`src/rtl/pmsp_regs.svh`:
```
// Constants of the MAC-side nibble and serial port
`ifndef PMSP_REGS_SVH
`define PMSP_REGS_SVH
// How it works
// Transmit clock runs freely, times MAC inputs
// MAC drives enable and nibble on clock
// Receive clock 25 MHz fast, 2.5 MHz slow (fast clock here 5 MHz, two system cycles)
// Collision output follows detected collision
// Carrier sense high while medium busy
// Receive valid spans data, drops at end
// Receive valid changes away from rising edge
// Receive nibble driven in step with clock
// Receive error high on symbol decode error
// Shared error pin sampled at reset: fiber
// After sampling the pin is error output
// Management clock at most 2.5 MHz, asynchronous
// Management bits travel on one shared line
// Serial mode: 10 Mbps, data on bit 0 (port clock here 5 MHz, so 5 Mbps)
// Serial receive clock follows incoming data
// Serial transmit clock made by the port
// Serial MAC data on bit 0 with enable
// Interface strap latched: high nibble, low serial
`define PMSP_SYS_KHZ 10000
`define PMSP_RXC100_KHZ 25000
`define PMSP_RXC10_KHZ 2500
`define PMSP_SER_KHZ 10000
`define PMSP_BOOT_CYC 2'h3
`define PMSP_PRE_ONES 6'h20
`define PMSP_HDR_BITS 4'hC
`define PMSP_DATA_BITS 5'h10
`define PMSP_OP_READ 2'h2
`define PMSP_FIFO_FULL 2'h2
`endif

```
`src/rtl/pmsp_pkg.sv`:
```
// Types of the MAC-side nibble and serial port
package pmsp_pkg;
	typedef struct packed {
		logic [3:0] nib;
		logic       err;
	} pmsp_rxent_t;
	typedef enum logic [1:0] {
		M_IDLE = 2'b00,
		M_HDR  = 2'b01,
		M_TA   = 2'b10,
		M_DATA = 2'b11
	} pmsp_mst_t;
	typedef enum logic {
		B_WAIT = 1'b0,
		B_RUN  = 1'b1
	} pmsp_boot_t;
endpackage : pmsp_pkg

```
`src/rtl/pmsp_port.sv`:
```
// MAC-side nibble and serial port of the transceiver
`timescale 1ns/10ps
`default_nettype none
`include "pmsp_regs.svh"
module pmsp_port (
	input  wire logic                 SYS_CLK_I,
	input  wire logic                 ARST_N_I,
	input  wire logic                 TX_ENABLE_IN_I,
	input  wire logic [3:0]           TXD_I,
	output logic                      TXC_O,
	output logic                      RXC_O,
	output logic                      RX_VALID_OUT_O,
	output logic [3:0]                RXD_O,
	output logic                      COL_O,
	output logic                      CRS_O,
	input  wire logic                 RX_ERROR_OUT_I,
	output logic                      RX_ERROR_OUT_O,
	output logic                      RX_ERROR_OUT_OE_O,
	input  wire logic                 INTF_SEL_I,
	input  wire logic                 SPEED_100_I,
	input  wire logic                 MDC_I,
	input  wire logic                 MDIO_I,
	output logic                      MDIO_O,
	output logic                      MDIO_OE_O,
	input  wire pmsp_pkg::pmsp_rxent_t MED_RX_I,
	input  wire logic                 MED_RX_VALID_I,
	output logic                      MED_RX_READY_O,
	input  wire logic                 MED_COL_I,
	input  wire logic                 MED_BUSY_I,
	output logic [3:0]                MED_TX_O,
	output logic                      MED_TX_VALID_O,
	output logic                      MED_TX_EN_O,
	output logic                      FIBER_MODE_O,
	output logic                      SERIAL_MODE_O
);
	import pmsp_pkg::*;

	// Half period in system cycles, never below one
	function automatic logic [2:0] pmsp_half(input int khz);
		int h;
		h = `PMSP_SYS_KHZ / (2 * khz);
		if (h < 1)
			h = 1;
		return 3'(h);
	endfunction : pmsp_half

	localparam logic [2:0] HALF_100 = pmsp_half(`PMSP_RXC100_KHZ);
	localparam logic [2:0] HALF_10  = pmsp_half(`PMSP_RXC10_KHZ);
	localparam logic [2:0] HALF_SER = pmsp_half(`PMSP_SER_KHZ);

	pmsp_boot_t  boot_q;
	logic [1:0]  bcnt_q;
	logic        fiber_q, serial_q;
	logic        tx_enable_in_s1, tx_enable_in_s2;
	logic [3:0]  txd_s1, txd_s2;
	logic        rx_error_out_s1, rx_error_out_s2;
	logic        isel_s1, isel_s2;
	logic        mdc_s1, mdc_s2, mdc_s3;
	logic        mdio_s1, mdio_s2;
	logic        run;
	logic        spd100;
	logic [2:0]  half;
	logic [2:0]  tcnt_q, rcnt_q;
	logic        txc_q, rxc_q;
	logic        tx_rise, rx_fall, rx_run;
	pmsp_rxent_t mem_q [0:1];
	logic        wp_q, rp_q;
	logic [1:0]  fcnt_q;
	logic        push, pop;
	logic        rx_valid_out_q, rx_error_out_q, col_q, crs_q;
	logic [3:0]  rxd_q, rsh_q;
	logic [1:0]  rbit_q;
	logic [3:0]  tsh_q, mtx_q;
	logic [1:0]  tbit_q;
	logic        mtxv_q, mtxen_q;
	pmsp_mst_t   mst_q;
	logic [5:0]  ones_q;
	logic [4:0]  mbit_q;
	logic [12:0] msr_q;
	logic [15:0] mword_q;
	logic        mdo_q, mdoe_q;
	logic        mdc_rise;

	// Pin synchronisers, two stages each, three for the management clock
	always_ff @(posedge SYS_CLK_I or negedge ARST_N_I) begin
		if (!ARST_N_I) begin
			{tx_enable_in_s1, tx_enable_in_s2, rx_error_out_s1, rx_error_out_s2} <= 4'h0;
			{txd_s1, txd_s2} <= 8'h00;
			{isel_s1, isel_s2, mdio_s1, mdio_s2} <= 4'h0;
			{mdc_s1, mdc_s2, mdc_s3} <= 3'h0;
		end else begin
			tx_enable_in_s1 <= TX_ENABLE_IN_I;
			tx_enable_in_s2 <= tx_enable_in_s1;
			txd_s1  <= TXD_I;
			txd_s2  <= txd_s1;
			rx_error_out_s1 <= RX_ERROR_OUT_I;
			rx_error_out_s2 <= rx_error_out_s1;
			isel_s1 <= INTF_SEL_I;
			isel_s2 <= isel_s1;
			mdio_s1 <= MDIO_I;
			mdio_s2 <= mdio_s1;
			mdc_s1  <= MDC_I;
			mdc_s2  <= mdc_s1;
			mdc_s3  <= mdc_s2;
		end
	end

	// Strap capture once the synchronisers have filled
	always_ff @(posedge SYS_CLK_I or negedge ARST_N_I) begin
		if (!ARST_N_I) begin
			boot_q   <= B_WAIT;
			bcnt_q   <= 2'h0;
			fiber_q  <= 1'b0;
			serial_q <= 1'b0;
		end else if (boot_q == B_WAIT) begin
			bcnt_q <= bcnt_q + 2'h1;
			if (bcnt_q == `PMSP_BOOT_CYC) begin
				boot_q   <= B_RUN;
				fiber_q  <= rx_error_out_s2;
				serial_q <= !isel_s2;
			end
		end
	end

	assign run    = (boot_q == B_RUN);
	assign spd100 = SPEED_100_I && !serial_q;
	assign half   = serial_q ? HALF_SER : (spd100 ? HALF_100 : HALF_10);

	// Free-running transmit clock
	always_ff @(posedge SYS_CLK_I or negedge ARST_N_I) begin
		if (!ARST_N_I) begin
			tcnt_q <= 3'h0;
			txc_q  <= 1'b0;
		end else if (tcnt_q >= half - 3'h1) begin
			tcnt_q <= 3'h0;
			txc_q  <= !txc_q;
		end else begin
			tcnt_q <= tcnt_q + 3'h1;
		end
	end

	assign tx_rise = (tcnt_q >= half - 3'h1) && !txc_q;

	// Receive clock, held low in serial mode with no data
	assign rx_run = !serial_q || (fcnt_q != 2'h0) || rx_valid_out_q;
	always_ff @(posedge SYS_CLK_I or negedge ARST_N_I) begin
		if (!ARST_N_I) begin
			rcnt_q <= 3'h0;
			rxc_q  <= 1'b0;
		end else if (!rx_run) begin
			rcnt_q <= 3'h0;
			rxc_q  <= 1'b0;
		end else if (rcnt_q >= half - 3'h1) begin
			rcnt_q <= 3'h0;
			rxc_q  <= !rxc_q;
		end else begin
			rcnt_q <= rcnt_q + 3'h1;
		end
	end

	assign rx_fall = rx_run && (rcnt_q >= half - 3'h1) && rxc_q;

	// Two-entry buffer between medium and receive pins
	assign MED_RX_READY_O = (fcnt_q != `PMSP_FIFO_FULL);
	assign push = MED_RX_VALID_I && MED_RX_READY_O;
	assign pop  = rx_fall && run && (fcnt_q != 2'h0) && (!serial_q || rbit_q == 2'h0);
	always_ff @(posedge SYS_CLK_I or negedge ARST_N_I) begin
		if (!ARST_N_I) begin
			mem_q[0] <= '0;
			mem_q[1] <= '0;
			wp_q     <= 1'b0;
			rp_q     <= 1'b0;
			fcnt_q   <= 2'h0;
		end else begin
			if (push) begin
				mem_q[wp_q] <= MED_RX_I;
				wp_q        <= !wp_q;
			end
			if (pop)
				rp_q <= !rp_q;
			fcnt_q <= fcnt_q + {1'b0, push} - {1'b0, pop};
		end
	end

	// Receive pins change on the falling receive edge
	always_ff @(posedge SYS_CLK_I or negedge ARST_N_I) begin
		if (!ARST_N_I) begin
			rx_valid_out_q <= 1'b0;
			rx_error_out_q <= 1'b0;
			rxd_q  <= 4'h0;
			rsh_q  <= 4'h0;
			rbit_q <= 2'h0;
		end else if (rx_fall && run) begin
			if (serial_q && rbit_q != 2'h0) begin
				rxd_q  <= {3'h0, rsh_q[rbit_q]};
				rbit_q <= rbit_q + 2'h1;
			end else if (pop) begin
				rx_valid_out_q <= 1'b1;
				rx_error_out_q <= mem_q[rp_q].err;
				rsh_q  <= mem_q[rp_q].nib;
				rxd_q  <= serial_q ? {3'h0, mem_q[rp_q].nib[0]} : mem_q[rp_q].nib;
				rbit_q <= serial_q ? 2'h1 : 2'h0;
			end else begin
				rx_valid_out_q <= 1'b0;
				rx_error_out_q <= 1'b0;
				rxd_q  <= 4'h0;
			end
		end
	end

	// Collision and carrier follow the medium
	always_ff @(posedge SYS_CLK_I or negedge ARST_N_I) begin
		if (!ARST_N_I) begin
			col_q <= 1'b0;
			crs_q <= 1'b0;
		end else begin
			col_q <= run && MED_COL_I;
			crs_q <= run && MED_BUSY_I;
		end
	end

	// Transmit capture on the rising transmit edge
	always_ff @(posedge SYS_CLK_I or negedge ARST_N_I) begin
		if (!ARST_N_I) begin
			tsh_q   <= 4'h0;
			tbit_q  <= 2'h0;
			mtx_q   <= 4'h0;
			mtxv_q  <= 1'b0;
			mtxen_q <= 1'b0;
		end else begin
			mtxv_q <= 1'b0;
			if (tx_rise && run) begin
				mtxen_q <= tx_enable_in_s2;
				if (!tx_enable_in_s2) begin
					tbit_q <= 2'h0;
				end else if (!serial_q) begin
					mtx_q  <= txd_s2;
					mtxv_q <= 1'b1;
				end else begin
					tsh_q  <= {txd_s2[0], tsh_q[3:1]};
					tbit_q <= tbit_q + 2'h1;
					if (tbit_q == 2'h3) begin
						mtx_q  <= {txd_s2[0], tsh_q[3:1]};
						mtxv_q <= 1'b1;
					end
				end
			end
		end
	end

	// Management frames: preamble, header, turnaround, data
	assign mdc_rise = mdc_s2 && !mdc_s3;
	always_ff @(posedge SYS_CLK_I or negedge ARST_N_I) begin
		if (!ARST_N_I) begin
			mst_q   <= M_IDLE;
			ones_q  <= 6'h00;
			mbit_q  <= 5'h00;
			msr_q   <= 13'h0000;
			mword_q <= 16'h0000;
			mdo_q   <= 1'b0;
			mdoe_q  <= 1'b0;
		end else if (mdc_rise && run) begin
			unique case (mst_q)
				M_IDLE: begin
					if (mdio_s2)
						ones_q <= (ones_q == `PMSP_PRE_ONES) ? ones_q : ones_q + 6'h01;
					else if (ones_q == `PMSP_PRE_ONES) begin
						mst_q  <= M_HDR;
						mbit_q <= 5'h00;
						ones_q <= 6'h00;
					end else
						ones_q <= 6'h00;
				end
				M_HDR: begin
					msr_q  <= {msr_q[11:0], mdio_s2};
					mbit_q <= mbit_q + 5'h01;
					if (mbit_q[3:0] == `PMSP_HDR_BITS) begin
						if (msr_q[11] && msr_q[10:9] == `PMSP_OP_READ)
							mst_q <= M_TA;
						else
							mst_q <= M_IDLE;
						mword_q <= {fiber_q, serial_q, spd100, crs_q, col_q, 11'h000};
					end
				end
				M_TA: begin
					mdoe_q <= 1'b1;
					mdo_q  <= 1'b0;
					mbit_q <= 5'h00;
					mst_q  <= M_DATA;
				end
				M_DATA: begin
					if (mbit_q == `PMSP_DATA_BITS) begin
						mdoe_q <= 1'b0;
						mst_q  <= M_IDLE;
					end else begin
						mdo_q   <= mword_q[15];
						mword_q <= {mword_q[14:0], 1'b0};
						mbit_q  <= mbit_q + 5'h01;
					end
				end
			endcase
		end
	end

	// Output pins
	assign TXC_O          = txc_q;
	assign RXC_O          = rxc_q;
	assign RX_VALID_OUT_O         = rx_valid_out_q;
	assign RXD_O          = rxd_q;
	assign COL_O          = col_q;
	assign CRS_O          = crs_q;
	assign RX_ERROR_OUT_O         = rx_error_out_q;
	assign RX_ERROR_OUT_OE_O      = run;
	assign MDIO_O         = mdo_q;
	assign MDIO_OE_O      = mdoe_q;
	assign MED_TX_O       = mtx_q;
	assign MED_TX_VALID_O = mtxv_q;
	assign MED_TX_EN_O    = mtxen_q;
	assign FIBER_MODE_O   = fiber_q;
	assign SERIAL_MODE_O  = serial_q;
endmodule : pmsp_port
`default_nettype wire

```
`config.mk`:
```
export PLATFORM = sky130hd
export DESIGN_NAME = pmsp_port
export DESIGN_NICKNAME = d
export VERILOG_FILES = /design/src/rtl/pmsp_pkg.sv /design/src/rtl/pmsp_port.sv
export VERILOG_INCLUDE_DIRS = /design/src /design/src/rtl
export SDC_FILE = /design/constraint.sdc
export NUM_CORES = 1
export LEC_CHECK = 0
export BUFFER_PORTS_ARGS = -buffer_cell sky130_fd_sc_hd__clkbuf_2
export CORE_ASPECT_RATIO = 0.6
export CORE_MARGIN = 3
export CORE_UTILIZATION = 53
export CTS_CLUSTER_DIAMETER = 40
export DETAILED_ROUTE_END_ITERATION = 6
export HOLD_SLACK_MARGIN = 0.1
export PLACE_DENSITY = 0.75
export SETUP_SLACK_MARGIN = 0.5
export SLEW_MARGIN = 20
export SYNTH_ARGS = -nofsm -noshare
export SYNTH_HDL_FRONTEND = slang
export SYNTH_SLANG_ARGS = --single-unit
```
`constraint.sdc`:
```
create_clock -name SYS_CLK_I -period 2.65 [get_ports SYS_CLK_I]
set_input_delay 0.3975 -clock SYS_CLK_I [delete_from_list [all_inputs] [get_ports SYS_CLK_I]]
set_output_delay 0.3975 -clock SYS_CLK_I [all_outputs]
set_load 0.005 [all_outputs]
```
==> results of run 1 <==
[per-layer routing]
layer,part of all wire [%],global-route usage [%],wire length [µm],vias to the layer above
met2,45,27.3,3750,63
met5,0,0,0,-
met4,1.0,6.82,84,0
met1,49,27.3,4070,1397
li1,-,-,-,1362
met3,5.5,6.67,458,6
[through the flow]
| stage | area [µm²] | hold slack [ns] |
|---|---|---|
| 2_1_floorplan | 4580 | 0.102 |
| 3_3_place_gp | 4880 | 0.332 |
| 3_5_place_dp | 4880 | 0.335 |
| 4_1_cts | 5160 | 0.127 |
| 5_1_grt | 5190 | 0.130 |
| 6_report | 5190 | 0.100 |
[cells in the mapped netlist, types with 2 or more instances]
master	number
buf_4	3
mux2i_1	11
or3_1	2
nor2_4	2
or2_2	4
nor2_1	16
xor2_1	2
nor3_1	7
inv_1	16
nand2b_1	3
o2bb2ai_1	4
nor4b_1	3
nand2_1	30
a22o_1	7
clkbuf_1	7
nand3b_1	4
buf_2	2
o21ai_0	10
and2_1	6
a21oi_1	7
a32o_1	2
nand3_1	14
o221ai_1	2
nor2b_1	2
ha_1	14
and3_1	4
mux2_2	44
xnor2_1	8
dfrtp_1	103
[cells by family (layout without fill, tap and decap cells)]
family,after synthesis,count (layout)
and+or+nand+nor,107,107
DFF,103,103
muxes,57,57
AOI/OAI and AO/OA,42,42
buffers and inverters,29,79
adders and majority gates,14,14
xor gates and xnor gates,10,10
other,1,2
[worst max-delay path by stage]
stage / from / endpoint / slack (ns)
after floorplan: SERIAL_MODE_O$_DFFE_PN0P_ / MED_TX_O[0]$_DFFE_PN0P_ / 0.45
after global placement: SPEED_100_I / MED_TX_O[2]$_DFFE_PN0P_ / 0.42
after detailed placement: SPEED_100_I / MED_TX_O[2]$_DFFE_PN0P_ / 0.34
after CTS: SERIAL_MODE_O$_DFFE_PN0P_ / fcnt_q[1]$_DFF_PN0_ / 0.59
after global routing: SERIAL_MODE_O$_DFFE_PN0P_ / fcnt_q[1]$_DFF_PN0_ / 0.50
final: SERIAL_MODE_O$_DFFE_PN0P_ / fcnt_q[1]$_DFF_PN0_ / 0.61
[state kept, by name, indices dropped and copies added, names as in the netlist, 3 cells and up, named ones only]
signal    cells
mem_q        10
txd_s2        4
tcnt_q        3
RXD_O         4
ones_q        6
rsh_q         4
msr_q        12
txd_s1        4
mbit_q        5
rcnt_q        3
MED_TX_O      4
mword_q       5
tsh_q         3
[cell type report]
type	instances	share of cell area, %
tap	108	2.60
inverter	16	1.16
timing repair buffer	48	5.25
sequential	103	49.6
multi-input combinational	232	36.0
clock buffer	11	4.48
clock inverter	4	0.916
[power groups by stage]
| stage | clock network [mW] | logic [mW] | registers [mW] |
|---|---|---|---|
| 6_report | 1.26 | 1.31 | 2.22 |
| 2_1_floorplan | 0 | 0.968 | 2.15 |
| 4_1_cts | 1.30 | 1.29 | 2.22 |
| 5_1_grt | 1.38 | 1.47 | 2.27 |
| 3_5_place_dp | 0 | 1.27 | 2.24 |
| 3_3_place_gp | 0 | 1.19 | 2.22 |
[what timing repair did]
item | in CTS | in global routing
setup buffers | 0 | 3
resized for setup | 1 | 2
endpoints found under the setup margin | 4 | 1
pin swaps | 0 | 2
[critical path, cell delays in order, from the launching register on]
cell	delay, ns
dfrtp_1	0.41
nor2_4	0.14
ha_4	0.21
nor4b_4	0.33
nor3_4	0.11
nand2_4	0.12
xor2_2	0.14
ha_2	0.19
xor2_1	0.18
xnor2_1	0.13
==> flow_metrics.py, run 1 <==
metrics = {
    "critical_path": {
        "rr_worst_depth": 9,
        "critPathMaxFanout": 7,
        "reg2reg_to": "fcnt_q[1]$_DFF_PN0_",
        "crit_path_start_kind": "flip-flop",
        "reg2reg_slack_ns": 0.61,
        "arrival_ns": 2.31,
        "cp.required_ns": 2.92,
        "r2r-start": "SERIAL_MODE_O$_DFFE_PN0P_",
        "crit_type": "reg2reg",
        "cp-end-kind": "flip-flop",
    },
    "layout": {
        "drive_gt1_share_pct": 30.9,
        "fill_cells": 589,
        "layout_commonest_cell": "dfrtp_1",
        "areaGrowthSynthToFinish_pct": 15.2,
        "postLayoutCoreUtil_pct": 64.3,
        "final_nets": 444,
        "final_cell_mix": "dfrtp_1 (103), mux2_2 (44), clkbuf_2 (40), nand2_1 (29), inv_1 (16)",
        "final_cells": 522,
        "antenna_cells": 0,
        "regArea_um2": 2580,
        "multi_input_area_um2": 1870,
    },
    "floorplanning": {
        "start_util_pct": 55.8,
        "fp.dieArea_um2": 9680,
        "fp.dieW_um": 125,
        "core_um2": 8070,
        "io_pins": 42,
        "rows": 25,
        "fp.dieH_um": 77.4,
    },
    "global_routing": {
        "antenna_found_initial": 0,
        "grt-ovfl-total": 0,
        "grt_max_degree": 104,
        "grt_usage_pct": 19.1,
        "grt_pass1_vias": 2908,
        "grt_pass1_wl_mm": 14.6,
    },
    "synthesis": {
        "synthArstFlopShare_pct": 100,
        "synth_compound_area_share_pct": 6.91,
        "yosysSeqAreaShare_pct": 57.2,
        "synth_top_family_by_area": "multiplexers",
        "synthFlopType": "dfrtp_1",
        "synthAdderAreaFrac_pct": 3.89,
        "netlist.area_leader.share_pct": 57.2,
        "ys_warn_count": 0,
        "synth_simple_gate_area_share_pct": 12.9,
        "synthMuxAreaShare_pct": 14.2,
        "synth_xor_area_share_pct": 1.94,
        "synth_edf_count": 0,
        "ys_top_cells_by_area": "dfrtp_1 (57%), mux2_2 (11%), ha_1 (3.9%)",
        "synth.avg_cell_area_um2": 12.4,
        "ys_seq_elements": 103,
        "synth.largest_area_cell": "dfrtp_1",
        "netlist_area_um2": 4510,
        "synthCells": 363,
        "post_synth_num_cell_types": 53,
    },
    "power": {
        "p_total_mw": 4.79,
        "power_density_nw_per_um2": 923,
        "p_int_mw": 3.35,
        "p_switching_mw": 1.44,
        "p_sw_share_pct": 30.1,
        "seq_power_share_pct": 46.4,
        "p_clk_share_pct": 26.3,
        "cellLeakagePower_nw": 2.44,
        "pwr-share-comb_pct": 27.3,
        "peakVddDrop_uv": 507,
    },
    "sta": {
        "period_minus_slack_ns": 2.04,
        "worst_pin_slew_ns": 0.524,
        "min_period_over_period_pct": 77.1,
        "hold_viol": 0,
        "worst_slew_margin_rel_pct": 65.1,
        "rsz0062_at_grt": "false",
        "clock.fmax_ghz": 0.489,
        "drv_slew": 0,
        "setup-violations-final": 0,
        "finalClockSkew_ns": 0.00595,
        "setup_ws_ns": 0.606,
        "final.setup.tns_ns": 0,
    },
    "place": {
        "gp_congestion": 0.841,
        "dp_hpwl_mm": 5.78,
        "dp.cells": 504,
        "post-place-ws_ns": 0.337,
        "io_buffer_count": 41,
    },
    "drt": {
        "drc_errors": 0,
        "drtAntennaViolNets": 0,
        "vias_per_cell": 5.42,
        "routedWlPerCell_um": 16.0,
        "num_vias": 2828,
        "drt-initial-drc-count": 225,
        "drt-total-wl_mm": 8.36,
        "drtPass1Iterations": 4,
    },
    "outcome": {
        "outcome": "finished clean",
    },
    "flow_run": {
        "cap_violations": 0,
    },
    "clocking": {
        "clk_pin_slew_ns": 0.06,
        "cts.htree.levels": 3,
        "ctsHoldBuffers": 0,
        "root_buffer": "clkbuf_16",
        "cts_tree": "yes",
        "numCtsBuffers": 9,
        "cts_num_sinks": 103,
        "clkLatencyLatePin_ns": 0.34,
        "ctsLongestPathBuffers": 2,
    },
    "min_path": {
        "min_path_type": "in2async",
    },
}
(Power assumes the default switching activity.)
==> run 2, diff against run 1 <==
--- a/config.mk
+++ b/config.mk
@@ -9,7 +9,7 @@
 export BUFFER_PORTS_ARGS = -buffer_cell sky130_fd_sc_hd__clkbuf_2
 export CORE_ASPECT_RATIO = 0.6
 export CORE_MARGIN = 3
-export CORE_UTILIZATION = 53
+export CORE_UTILIZATION = 55
 export CTS_CLUSTER_DIAMETER = 40
 export DETAILED_ROUTE_END_ITERATION = 6
 export HOLD_SLACK_MARGIN = 0.1
==> constraint.sdc (replaced) <==
create_clock -name SYS_CLK_I -period 2.1 [get_ports SYS_CLK_I]
set_input_delay 0.315 -clock SYS_CLK_I [delete_from_list [all_inputs] [get_ports SYS_CLK_I]]
set_output_delay 0.315 -clock SYS_CLK_I [all_outputs]
set_load 0.005 [all_outputs]
==> flow_metrics.py, run 2 (synthesized netlist as in run 1, its figures left out) <==
metrics = {
    "floorplanning": {
        "fp.dieH_um": 76.1,
        "core_um2": 7600,
        "start_util_pct": 59.3,
        "fp.dieW_um": 123,
        "fp.dieArea_um2": 9350,
        "io_pins": 42,
        "rows": 24,
    },
    "place": {
        "io_buffer_count": 41,
        "dp_hpwl_mm": 6.03,
        "gp_congestion": 0.799,
    },
    "sta": {
        "drv_slew": 0,
        "finalClockSkew_ns": 0.00639,
        "clock.fmax_ghz": 0.493,
        "hold_ws_ns": 0.194,
        "hold_viol": 0,
        "final.setup.tns_ns": 0,
        "setup-violations-final": 0,
        "period_minus_slack_ns": 2.03,
        "rsz0062_at_grt": "true",
        "min_period_over_period_pct": 96.6,
    },
    "drt": {
        "routed-wl-met2_mm": 4.24,
        "vias_per_cell": 5.47,
        "top_layer": "met4",
        "drtPass1Iterations": 7,
        "drc_errors": 0,
        "routedWlPerCell_um": 16.3,
        "num_vias": 3030,
        "drt-total-wl_mm": 9.03,
        "met1_length_mm": 4.18,
        "wl_met3_um": 438,
        "drt-initial-drc-count": 261,
        "drtAntennaViolNets": 0,
    },
    "clocking": {
        "clk_pin_slew_ns": 0.07,
        "root_buffer": "clkbuf_16",
        "clkLatencyLatePin_ns": 0.34,
        "ctsLongestPathBuffers": 2,
        "numCtsBuffers": 9,
        "cts.htree.levels": 3,
        "cts_num_sinks": 103,
        "cts_tree": "yes",
    },
    "layout": {
        "regMostFlops": "msr_q",
        "layout_commonest_cell": "dfrtp_1",
        "largest_register_ffs": 12,
        "areaGrowthSynthToFinish_pct": 28.4,
        "antenna_cells": 0,
        "drive_gt1_share_pct": 41.3,
        "final_nets": 480,
        "top_regs": "msr_q: 12 flops, mem_q: 10 flops, ones_q: 6 flops",
        "final_cell_mix": "dfrtp_1 (101), clkbuf_2 (40), mux2_2 (35), nand2_1 (25), buf_4 (25)",
    },
    "power": {
        "peakVddDrop_uv": 660,
        "p_clk_share_pct": 25.5,
        "pwr-share-comb_pct": 31.1,
        "p_sw_share_pct": 30.6,
        "power_density_nw_per_um2": 1120,
        "cellLeakagePower_nw": 2.70,
        "p_int_mw": 4.48,
        "seq_power_share_pct": 43.4,
        "p_switching_mw": 1.97,
        "p_total_mw": 6.45,
    },
    "global_routing": {
        "grt_pass1_vias": 3160,
        "grt_usage_pct": 20.8,
        "grt_pass1_wl_mm": 15.2,
        "grt-ovfl-total": 0,
        "antenna_found_initial": 0,
        "grt_max_degree": 38,
    },
    "critical_path": {
        "crit_path_start_kind": "flip-flop",
        "cp.required_ns": 2.33,
        "arrival_ns": 2.26,
        "reg2reg_slack_ns": 0.07,
        "cp-end-kind": "flip-flop",
        "crit_type": "reg2reg",
        "critPathMaxFanout": 4,
    },
    "flow_run": {
        "cap_violations": 0,
    },
    "outcome": {
        "outcome": "finished clean",
    },
    "min_path": {
        "min_path_type": "in2reg",
    },
}
-- run 2: worst max-delay path, cell delays in order, from the launching register on --
cell and delay (ns):
dfrtp_1 0.40, nor2_4 0.06, ha_1 0.30, nor4b_2 0.05, or4b_4 0.53, buf_4 0.16
buf_4 0.14, mux2_2 0.27
-- run 2: path summary, 6_finish.rpt --
kind / from / end / depth (start not counted)
max: SERIAL_MODE_O$_DFFE_PN0P_ / MED_TX_EN_O$_DFFE_PN0P_ / 7
max in group asynchronous: ARST_N_I / mem_q[1]$_DFFE_PN0P_ / 3
max reg2reg: SERIAL_MODE_O$_DFFE_PN0P_ / MED_TX_EN_O$_DFFE_PN0P_ / 7
min: MED_BUSY_I / CRS_O$_DFF_PN0_ / 2
min in group asynchronous: ARST_N_I / COL_O$_DFF_PN0_ / 2
min reg2reg: rx_error_out_s1$_DFF_PN0_ / rx_error_out_s2$_DFF_PN0_ / 0
-- run 2: per-stage QoR --
| step | std cells | area [µm²] | util [%] | setup slack, ns |
|---|---|---|---|---|
| 6_report | 554 | 5780 | 76.1 | 0.0721 |
| 5_1_grt | 554 | 5780 | 76.1 | -0.00951 |
| 4_1_cts | 541 | 5520 | 72.6 | 0.0544 |
| 3_5_place_dp | 508 | 4950 | 65.2 | -0.0356 |
| 3_3_place_gp | 508 | 4950 | 65.2 | 0.00851 |
| 2_1_floorplan | 364 | 4610 | - | -0.103 |
-- run 2: layer usage --
| layer | vias to the layer above | GRT usage [%] |
|---|---|---|
| li1 | 1442 | - |
| met1 | 1496 | 29.0 |
| met2 | 75 | 31.6 |
| met3 | 17 | 6.23 |
| met4 | 0 | 6.15 |
| met5 | - | 0 |
-- run 2: power by group through the flow --
stage / registers [mW] / clock network (mW) / logic, mW
floorplan: 2.72 / 0 / 1.26
global placement: 2.80 / 0 / 1.60
detailed placement: 2.81 / 0 / 1.67
CTS: 2.79 / 1.69 / 1.85
global route: 2.86 / 1.79 / 2.22
finish: 2.80 / 1.65 / 2.00
-- run 2: repair_timing --
item | 4_1_cts | 5_1_grt
gates resized for setup | 20 | 35
hold buffers | 10 | 0
setup buffers | 8 | 13
hold endpoints to repair | 41 | 0
setup endpoints to repair | 50 | 64
pin swaps | 6 | 16
-- run 2: cell type report --
class,instances,area [µm²]
flip-flops and latches,103,2580
fillers,470,1810
well taps,104,130
clock inverters,6,70.1
clock buffers,9,225
inverters,16,60.1
multi-input cells,232,2100
repair buffers,84,619
==> run 3, diff against run 2 <==
--- a/config.mk
+++ b/config.mk
@@ -8,7 +8,7 @@
 export LEC_CHECK = 0
 export BUFFER_PORTS_ARGS = -buffer_cell sky130_fd_sc_hd__clkbuf_2
 export CORE_ASPECT_RATIO = 0.6
-export CORE_MARGIN = 3
+export CORE_MARGIN = 2
 export CORE_UTILIZATION = 55
 export CTS_CLUSTER_DIAMETER = 40
 export DETAILED_ROUTE_END_ITERATION = 6
==> flow_metrics.py, run 3 (synthesized netlist as in run 1, its figures left out) <==
metrics = {
    "outcome": {
        "outcome": "finished clean",
    },
    "critical_path": {
        "r2r-start": "SERIAL_MODE_O$_DFFE_PN0P_",
        "crit_type": "reg2reg",
        "cp-end-kind": "flip-flop",
        "reg2reg_slack_ns": 0.01,
        "rr_worst_depth": 10,
        "reg2reg_to": "rsh_q[1]$_DFFE_PN0P_",
        "critPathMaxFanout": 5,
        "arrival_ns": 2.32,
        "crit_path_start_kind": "flip-flop",
        "cp.required_ns": 2.34,
    },
    "layout": {
        "drive_gt1_share_pct": 41.8,
        "fill_cells": 536,
        "top_regs": "msr_q: 12 flops, mem_q: 10 flops, ones_q: 6 flops",
        "final_cell_mix": "dfrtp_1 (100), clkbuf_2 (40), mux2_2 (36), buf_4 (32), nand2_1 (26)",
        "multi_input_area_um2": 2040,
        "postLayoutCoreUtil_pct": 73.1,
        "regMostFlops": "msr_q",
        "antenna_cells": 0,
        "layout_commonest_cell": "dfrtp_1",
        "final_cells": 567,
        "regArea_um2": 2580,
        "largest_register_ffs": 12,
        "areaGrowthSynthToFinish_pct": 28.3,
        "final_nets": 489,
    },
    "floorplanning": {
        "fp.dieArea_um2": 8960,
        "core_um2": 7910,
        "io_pins": 42,
        "fp.dieW_um": 121,
        "fp.dieH_um": 74.1,
        "start_util_pct": 56.9,
        "rows": 25,
    },
    "drt": {
        "drtPass1Iterations": 4,
        "drt-total-wl_mm": 9.68,
        "drc_errors": 0,
        "drt-initial-drc-count": 232,
        "vias_per_cell": 5.53,
        "num_vias": 3133,
        "drtAntennaViolNets": 0,
        "routedWlPerCell_um": 17.1,
    },
    "power": {
        "p_total_mw": 6.50,
        "cellLeakagePower_nw": 2.71,
        "peakVddDrop_uv": 531,
        "power_density_nw_per_um2": 1120,
    },
    "sta": {
        "period_minus_slack_ns": 2.09,
        "min_period_over_period_pct": 99.4,
        "rsz0062_at_grt": "true",
        "hold_ws_ns": 0.183,
        "setup-violations-final": 0,
        "clock.fmax_ghz": 0.479,
        "drv_slew": 0,
        "finalClockSkew_ns": 0.00740,
        "hold_viol": 0,
    },
    "place": {
        "io_buffer_count": 41,
        "dp_hpwl_mm": 6.04,
        "gp_congestion": 0.766,
        "dp.cells": 514,
    },
    "clocking": {
        "ctsLongestPathBuffers": 2,
        "cts_tree": "yes",
        "root_buffer": "clkbuf_16",
        "cts.htree.levels": 3,
        "clkLatencyLatePin_ns": 0.34,
        "numCtsBuffers": 9,
        "cts_num_sinks": 103,
        "clk_pin_slew_ns": 0.07,
    },
    "global_routing": {
        "grt_pass1_vias": 3210,
        "grt_util_met1_pct": 30.5,
        "grt_max_degree": 45,
        "grt_usage_pct": 23.1,
        "grt_pass1_wl_mm": 15.6,
        "grt-ovfl-total": 0,
        "busiest_layer": "met2",
        "grtUsageMet2_pct": 37.8,
        "antenna_found_initial": 0,
        "grt_util_met3_pct": 5.90,
    },
    "min_path": {
        "hp-start": "MED_BUSY_I",
        "whs_endpoint": "CRS_O$_DFF_PN0_",
        "min_path_type": "in2reg",
        "worstHoldPathCells": 2,
    },
    "flow_run": {
        "cap_violations": 0,
    },
}
run 3: changes by cell type in the layout (fill, tap and decap cells not counted), sizes merged:
cell	change
clkinv	-1
clkinvlp	-1
clkbuf	+2
buf	+9
run 3: metrics by stage:
stage / setup slack [ns] / TNS (ns) / area [µm²]
2_1_floorplan: -0.103 / -0.703 / 4610
3_3_place_gp: -0.000336 / -0.000336 / 4970
3_5_place_dp: -0.0408 / -0.132 / 4970
4_1_cts: 0.0584 / 0 / 5620
5_1_grt: -0.0670 / -0.240 / 5780
6_report: 0.0121 / 0 / 5780
run 3: layout make-up:
| cell class | count | area share (%) |
|---|---|---|
| sequential | 103 | 44.6 |
| multi-input combinational | 232 | 35.2 |
| timing repair buffer | 93 | 11.8 |
| clock buffer | 11 | 4.03 |
| tap | 108 | 2.34 |
| inverter | 16 | 1.04 |
| clock inverter | 4 | 0.952 |
run 3: timing repair:
| item | CTS | global route |
|---|---|---|
| hold buffers | 10 | 0 |
| endpoints found under the setup margin | 48 | 46 |
| resized for setup | 27 | 24 |
| hold endpoints to repair | 46 | 0 |
| buffers inserted | 17 | 11 |
| pin swaps | 14 | 17 |
run 3: where the power goes:
| group | switching [mW] | leakage, nW | internal, mW | total, mW |
|---|---|---|---|---|
| registers | 0.357 | 1.29 | 2.44 | 2.80 |
| logic | 0.913 | 1.28 | 1.15 | 2.06 |
| clock network | 0.708 | 0.137 | 0.927 | 1.64 |
| total | 1.98 | 2.71 | 4.52 | 6.50 |
run 3: routing by layer:
| layer | share of wire, % | routed length, µm |
|---|---|---|
| met1 | 45 | 4390 |
| met2 | 49 | 4720 |
| met3 | 4.5 | 434 |
| met4 | 1.3 | 129 |
| met5 | 0 | 0 |
run 3: worst max-delay path, stage by stage (launching register included):
cell and delay, ns:
dfrtp_1 0.41, nor2_4 0.13, buf_6 0.12, ha_4 0.19
nor4b_4 0.31, nor3_4 0.08, buf_4 0.14, buf_6 0.11
and2_4 0.18, buf_6 0.12, a32o_1 0.20
run 3: how the worst max path moves through the flow:
| stage | startpoint | depth (start not counted) | to |
|---|---|---|---|
| 2_1_floorplan | SERIAL_MODE_O$_DFFE_PN0P_ | 9 | MED_TX_O[0]$_DFFE_PN0P_ |
| 3_3_place_gp | SPEED_100_I | 7 | MED_TX_O[2]$_DFFE_PN0P_ |
| 3_5_place_dp | SPEED_100_I | 7 | MED_TX_O[0]$_DFFE_PN0P_ |
| 4_1_cts | SERIAL_MODE_O$_DFFE_PN0P_ | 6 | MED_TX_O[0]$_DFFE_PN0P_ |
| 5_1_grt | SERIAL_MODE_O$_DFFE_PN0P_ | 10 | fcnt_q[1]$_DFF_PN0_ |
| 6_report | SERIAL_MODE_O$_DFFE_PN0P_ | 10 | rsh_q[1]$_DFFE_PN0P_ |
